`src/inc/mbc_pkg.sv`:
```
// Operation
// - In a read's address phase the fetch pin shows whether it is a cache miss.
// - In a read's second interval the fetch pin is high for instruction fetches.
// - Address latch strobe is high while the bus holds the transfer address.
// - Bus release strobe asserts only after the device stops driving the bus.
// - Burst indicator on a read asks memory for four consecutive words.
// - Burst only on cache misses: every instruction miss, data misses if option set.
// - Same-page hint on a write following a write in the same 256 byte page.
// - Read cycle output is high for the whole of any read transaction.
// - Store cycle output is high for the whole of any write transaction.
// - On write acknowledge advance to the next narrow part or end the write.
// - On read acknowledge let the core start using that read's data.
// - Read buffer capture input loads bus data into the on-chip read buffer.
// - Reference clock output mirrors the system clock driving all state.
// - Each transfer has an address phase then a data phase on the same lines.
// - Burst reads count the low address from zero by the port width.
package mbc_pkg;
	localparam int ADDR_W = 32;
	localparam int DATA_W = 32;
	localparam int LOW_W = 4;
	localparam int PAGE_LSB = 8;
	localparam int BURST_WORDS = 4;
	localparam int CNT_W = 2;
	localparam logic [LOW_W-1:0] LOW_ZERO = 4'h0;
	localparam logic [CNT_W-1:0] CNT_ZERO = 2'h0;
	localparam logic [CNT_W-1:0] CNT_LAST = 2'h3;

	// Memory port widths.
	typedef enum logic [1:0] {PW_32, PW_16, PW_8} mbc_port_t;

	typedef enum {ST_IDLE, ST_ADDR, ST_TURN, ST_DATA} mbc_state_t;

	// Request from the core side.
	typedef struct packed {
		logic valid;
		logic write;
		logic miss;
		logic instr;
		logic [ADDR_W-1:0] addr;
		logic [DATA_W-1:0] wdata;
		logic [CNT_W-1:0] parts;
		mbc_port_t port;
	} mbc_req_t;

	// Control pins toward the memory system.
	typedef struct packed {
		logic addr_latch;
		logic bus_release_strobe;
		logic read_cycle;
		logic store_cycle;
		logic burst_or_hint;
		logic fetch_info;
		logic [LOW_W-1:0] low_addr;
		logic ad_oe_n;
		logic [ADDR_W-1:0] ad_out;
	} mbc_pins_t;
endpackage

```
`src/mbc_fill_buffer.sv`:
```
`timescale 1ns/1ps
module mbc_fill_buffer
	import mbc_pkg::*;
(
	input wire logic core_clk, // System clock.
	input wire logic reset, // Synchronous reset, active high.
	input wire logic clear, // Start of a new transfer, read or write.
	input wire logic fill_buffer_capture, // Memory says bus data is valid.
	input wire logic [DATA_W-1:0] ad_in, // Multiplexed bus input.
	output logic [DATA_W-1:0] rd_word [BURST_WORDS], // Captured words.
	output logic [CNT_W-1:0] fill_count // Words captured so far, wrapping to zero after four.
);
	typedef struct packed {
		logic [BURST_WORDS-1:0][DATA_W-1:0] words;
		logic [CNT_W-1:0] count;
	} mbc_fb_state_t;

	mbc_fb_state_t state_reg;
	mbc_fb_state_t state_next;

	// Each capture stores the bus word at the next index.
	always_comb
	begin
		state_next = state_reg;
		if (clear)
			state_next.count = CNT_ZERO;
		else if (fill_buffer_capture)
		begin
			state_next.words[state_reg.count] = ad_in;
			state_next.count = state_reg.count + 2'h1;
		end
	end

	always_ff @(posedge core_clk)
	begin
		if (reset)
			state_reg <= '0;
		else
			state_reg <= state_next;
	end

	// Storage is exposed as an array for the core.
	genvar gi;
	generate
		for (gi = 0; gi < BURST_WORDS; gi++)
		begin : g_out
			assign rd_word[gi] = state_reg.words[gi];
		end
	endgenerate
	assign fill_count = state_reg.count;
endmodule

```
`src/mbc_bus_ctrl.sv`:
```
`timescale 1ns/1ps
module mbc_bus_ctrl
	import mbc_pkg::*;
(
	input wire logic core_clk, // System clock.
	input wire logic reset, // Synchronous reset, active high.
	input wire mbc_req_t req, // Core transfer request.
	input wire logic data_refill4, // Data misses refill four words.
	input wire logic ack, // Memory acknowledge, active high.
	input wire logic fill_buffer_capture, // Memory read data valid.
	input wire logic [DATA_W-1:0] ad_in, // Multiplexed bus input.
	output logic req_ready, // Request taken this cycle.
	output logic rd_done, // Read data may be used, one pulse.
	output logic wr_done, // Write finished, one pulse.
	output logic [DATA_W-1:0] rd_word [BURST_WORDS], // Read buffer.
	output mbc_pins_t pins, // Bus control pins.
	output logic bus_reference_clock // Mirror of system clock.
);
	typedef struct packed {
		mbc_state_t st;
		logic is_read;
		logic miss;
		logic instr;
		logic burst;
		logic [ADDR_W-1:0] addr;
		logic [DATA_W-1:0] wdata;
		logic [CNT_W-1:0] parts;
		logic [CNT_W-1:0] part_idx;
		mbc_port_t port;
		logic [LOW_W-1:0] low;
		logic last_wr_valid;
		logic [ADDR_W-PAGE_LSB-1:0] last_page;
		logic near;
		logic rd_done;
		logic wr_done;
		mbc_pins_t pins;
	} mbc_ctl_state_t;

	mbc_ctl_state_t s_reg;
	mbc_ctl_state_t s_next;
	logic [CNT_W-1:0] fill_count;

	// Step of the low address for one datum on a given port width.
	function automatic logic [LOW_W-1:0] port_step(input mbc_port_t p);
		case (p)
			PW_32: port_step = 4'h4;
			PW_16: port_step = 4'h2;
			PW_8: port_step = 4'h1;
			default: port_step = 4'h4;
		endcase
	endfunction

	mbc_fill_buffer u_fill (
		.core_clk(core_clk),
		.reset(reset),
		.clear(req_ready),
		.fill_buffer_capture(fill_buffer_capture),
		.ad_in(ad_in),
		.rd_word(rd_word),
		.fill_count(fill_count)
	);

	assign req_ready = (s_reg.st == ST_IDLE) && req.valid;

	// Transaction sequencer and pin image.
	always_comb
	begin
		s_next = s_reg;
		s_next.rd_done = 1'b0;
		s_next.wr_done = 1'b0;
		case (s_reg.st)
			ST_IDLE:
			begin
				if (req.valid)
				begin
					s_next.st = ST_ADDR;
					s_next.is_read = ~req.write;
					s_next.miss = req.miss;
					s_next.instr = req.instr;
					// Burst only for instruction misses or opted data misses.
					s_next.burst = ~req.write & req.miss
						& (req.instr | data_refill4);
					s_next.addr = req.addr;
					s_next.wdata = req.wdata;
					s_next.parts = req.parts;
					s_next.part_idx = CNT_ZERO;
					s_next.port = req.port;
					s_next.low = req.addr[LOW_W-1:0];
					if (s_next.burst)
						s_next.low = LOW_ZERO;
					// A write directly after a write in the same page.
					s_next.near = req.write & s_reg.last_wr_valid
						& (s_reg.last_page
						== req.addr[ADDR_W-1:PAGE_LSB]);
					if (~req.write)
						s_next.last_wr_valid = 1'b0;
				end
			end
			ST_ADDR:
			begin
				// Reads turn the bus round; writes drive data at once.
				if (s_reg.is_read)
					s_next.st = ST_TURN;
				else
					s_next.st = ST_DATA;
			end
			ST_TURN:
				s_next.st = ST_DATA;
			ST_DATA:
			begin
				if (ack)
				begin
					if (s_reg.is_read)
					begin
						s_next.st = ST_IDLE;
						s_next.rd_done = 1'b1;
					end
					else if (s_reg.part_idx != s_reg.parts)
					begin
						s_next.part_idx = s_reg.part_idx + 2'h1;
						s_next.low = s_reg.low + port_step(s_reg.port);
					end
					else
					begin
						s_next.st = ST_IDLE;
						s_next.wr_done = 1'b1;
						s_next.last_wr_valid = 1'b1;
						s_next.last_page = s_reg.addr[ADDR_W-1:PAGE_LSB];
					end
				end
				// Burst counter steps after each captured word but the last.
				if (s_reg.is_read && s_reg.burst && fill_buffer_capture
					&& fill_count != CNT_LAST)
					s_next.low = s_reg.low + port_step(s_reg.port);
			end
			default:
				s_next.st = ST_IDLE;
		endcase

		// Registered pin image derived from the next state.
		s_next.pins.addr_latch = (s_next.st == ST_ADDR);
		s_next.pins.read_cycle = (s_next.st != ST_IDLE)
			& s_next.is_read;
		s_next.pins.store_cycle = (s_next.st != ST_IDLE)
			& ~s_next.is_read;
		// Release only once the device driver is already off.
		s_next.pins.bus_release_strobe = (s_next.st == ST_DATA)
			& s_next.is_read & s_reg.pins.ad_oe_n;
		s_next.pins.ad_oe_n = ~((s_next.st == ST_ADDR)
			| ((s_next.st == ST_DATA) & ~s_next.is_read));
		s_next.pins.ad_out = (s_next.st == ST_ADDR) ? s_next.addr
			: s_next.wdata;
		s_next.pins.burst_or_hint = s_next.is_read ? s_next.burst
			: s_next.near;
		// Miss flag in the address phase, fetch kind afterwards.
		if (s_next.st == ST_ADDR)
			s_next.pins.fetch_info = s_next.miss;
		else
			s_next.pins.fetch_info = s_next.instr;
		s_next.pins.low_addr = s_next.low;
	end

	always_ff @(posedge core_clk)
	begin
		if (reset)
		begin
			s_reg <= '0;
			s_reg.st <= ST_IDLE;
			s_reg.pins.ad_oe_n <= 1'b1;
		end
		else
			s_reg <= s_next;
	end

	// Reference clock is the system clock itself, so all state follows it.
	assign bus_reference_clock = core_clk;
	assign pins = s_reg.pins;
	assign rd_done = s_reg.rd_done;
	assign wr_done = s_reg.wr_done;
endmodule

```
`config.mk`:
```
export PLATFORM = sky130hd
export DESIGN_NAME = mbc_bus_ctrl
export DESIGN_NICKNAME = d
export VERILOG_FILES = /design/src/inc/mbc_pkg.sv /design/src/mbc_fill_buffer.sv /design/src/mbc_bus_ctrl.sv
export SDC_FILE = /design/constraint.sdc
export NUM_CORES = 1
export LEC_CHECK = 0
export BUFFER_PORTS_ARGS = -buffer_cell sky130_fd_sc_hd__buf_4
export CORE_ASPECT_RATIO = 1.2
export CORE_MARGIN = 5
export CORE_UTILIZATION = 55
export DETAILED_ROUTE_END_ITERATION = 6
export PLACE_DENSITY = 0.82
export SYNTH_ARGS = -nofsm -noshare
export SYNTH_HDL_FRONTEND = slang
export SYNTH_HIERARCHICAL = 1
export SYNTH_SLANG_ARGS = --single-unit
```
`constraint.sdc`:
```
create_clock -name core_clk -period 4 [get_ports core_clk]
set_input_delay 0.4 -clock core_clk [delete_from_list [all_inputs] [get_ports core_clk]]
set_output_delay 0.4 -clock core_clk [all_outputs]
set_load 0.005 [all_outputs]
```
==> results.yml <==
outcome:
  status: "finished, final reports clean"
worst_setup_path:
  cp-start-kind: "flip-flop"
  critPathTopFamily: "buffers and inverters"
  worstSetupEndpointType: "primary output"
  worst_path_largest_cell_delay_ns: 0.64
  cp_max_fo: 78
  critPathBufInv: 3
  cpMostUsedCell: "buf_4"
  cp.required_ns: 3.60
  arrival_ns: 2.73
  worst_path_max_delay_cell: "buf_4"
  path_cells: "nor4_2 -> and4_1 -> nand3_2 -> inv_2 -> buf_4 -> buf_4"
  worst-setup-path-type: "reg -> out"
finish:
  nets: 1515
  multiInputGateArea_um2: 4850
  drive_above_1_share: 0.251
  seq_area_um2: 5970
  stdcell_count: 1689
  fin_util: 0.703
  finalInstanceArea_um2: 14600
  n_fill_cell: 1532
  synthToLayoutAreaGrowth_pct: 26.9
  largest_reg_flops: 128
synth:
  synth-main-ff-cell: "dfxtp_1"
  ys_ff_latch: 298
  synth_largest_area_cell: "dfxtp_1"
  ys_async_sr_fraction: 0
  synth_top_area_frac: 0.519
  synth.top_cells.by_area: "dfxtp_1 (52%), mux2i_1 (13%), nand2b_1 (9.0%)"
  synth_edf_count: 0
  yosys_warnings: 6
  ys_seq_area_frac: 0.519
  synth_cells: 1142
  ys_types: 50
  syn_area_um2: 11500
  synth.avg_cell_area_um2: 10.1
routing:
  vias: 8694
  route.detailed.drc: 0
  drt_pass1_iterations: 5
  vias_per_cell: 5.15
  ant_nets: 0
  initialDrtViolationCount: 606
  wl_per_cell_um: 16.9
  wl_um: 28600
sta:
  hold_viol: 0
  rsz0062_at_grt: "false"
  setup_violations: 0
  max_freq_mhz: 320
  period_share: 0.782
  tightestPinTransition_ns: 1.11
  post-route-min-period_ns: 3.13
  setup_ws_ns: 0.873
  finalMaxSlewViolations: 0
  fin_worst_skew_ns: 0.0147
  setup_tns_ns: 0
  max-slew-margin-rel: 0.259
grt:
  antenna_found_initial: 1
  grt_use_total: 0.226
  grt_pass1_vias: 8690
  grt_overflow: 0
  grt_pass1_wl_um: 44200
  grt_max_degree: 206
die:
  rows: 58
  die_y_um: 168
  pin_count: 284
  die_w_um: 142
  coreArea_um2: 20800
  initial_utilization: 0.554
  die_area_um2: 23900
min_path:
  min_path_type: "in -> reg"
run:
  drv_cap: 0
clock_network:
  cts_tree: "done"
  hold_buffers: 15
  cts_resized: 0
  worstSkewPairLatency_ns: 0.64
  clk_pin_slew_ns: 0.06
  cts_setup_buffers: 0
placed_design:
  dp_slack_ns: 1.47
  place_area_um2: 13400
  finalWeightedCongestion: 0.852
  place_inst: 1618
  portBuffers: 283
  hpwl_um: 19600
power_and_ir_drop:
  power_density_nw_per_um2: 439
  leakagePower_uw: 0.00644
  ir_drop_v: 0.000411
## per-stage QoR
stage	total power (uW)	hold slack [ns]
after floorplan	3380	0.429
after global placement	3590	0.442
after detailed placement	3600	0.449
after CTS	6470	0.00138
after global routing	6630	0.0110
final	6410	0.0217
## power breakdown
part	internal [uW]	leakage [uW]	switching [uW]	total [uW]
combinational	244	0.00351	207	451
clock	1770	0.000517	1110	2880
sequential	3040	0.00242	40.4	3080
## worst paths after layout
| kind | start | to | slack, ns | cells after the start |
|---|---|---|---|---|
| worst min-delay path | req[22] | s_reg[99] | 0.02 | 3 |
| worst max register to register | s_reg[172] | pins[41] | 1.45 | 7 |
| worst max-delay path | s_reg[172] | req_ready | 0.87 | 6 |
| worst min register to register | s_reg[127] | s_reg[127] | 0.46 | 2 |
## cells by family after synthesis
group | share of synthesized area
AOI/OAI and AO/OA | 0.0648
xor gates and xnor gates | 0.0206
adders and majority gates | 0.0115
DFF | 0.519
other | 0.000326
and+or+nand+nor | 0.182
buffers and inverters | 0.0689
muxes | 0.133
## per-layer routing
metal,part of all wire,up-vias,global-route usage
li1,-,4234,-
met1,0.40,4118,0.269
met2,0.50,283,0.401
met3,0.072,59,0.0520
met4,0.032,0,0.0760
met5,0,-,0
## worst min-delay path: cells and delay by family
kind,cells,cell delay (ns)
AOI/OAI and AO/OA,1,0.05
and+or+nand+nor,1,0.04
buffers and inverters,1,0.11
## cells in the final DEF, fill, tap and decap left out, types with 3 or more instances in the layout
master,count
o22ai_1,3
nand3b_1,5
clkbuf_8,10
nor2_1,35
and2_1,3
nor4_2,7
clkinv_2,3
nand4_1,6
conb_1,30
nor3_1,5
inv_1,6
xor2_1,12
mux2i_1,153
xnor2_1,15
dlygate4sd3_1,15
ha_1,9
nand2_1,149
nand2b_1,165
a21oi_1,104
a311oi_1,5
nor4_1,5
a211oi_1,3
clkbuf_16,32
dfxtp_1,298
o21ai_0,3
nand3_1,3
buf_4,292
clkbuf_1,5
## Yosys cell counts, drive strengths merged, types with 3 or more instances
master / n
a211oi: 4
a21oi: 104
a311oi: 5
and2: 3
buf: 74
clkbuf: 42
dfxtp: 298
ha: 9
inv: 8
mux2i: 153
nand2: 149
nand2b: 165
nand3: 4
nand3b: 5
nand4: 7
nor2: 35
nor3: 5
nor4: 13
o21ai: 3
o22ai: 3
xnor2: 15
xor2: 12
## final cells by class
class | instances | share of cell area
diodes | 2 | 0.000343
clock buffers | 48 | 0.0661
clock inverters | 7 | 0.00617
inverters | 8 | 0.00206
multi-input cells | 749 | 0.332
flip-flops and latches | 298 | 0.409
well taps | 270 | 0.0232
repair buffers | 307 | 0.161
Note: power is estimated with default switching activity, not from simulation.
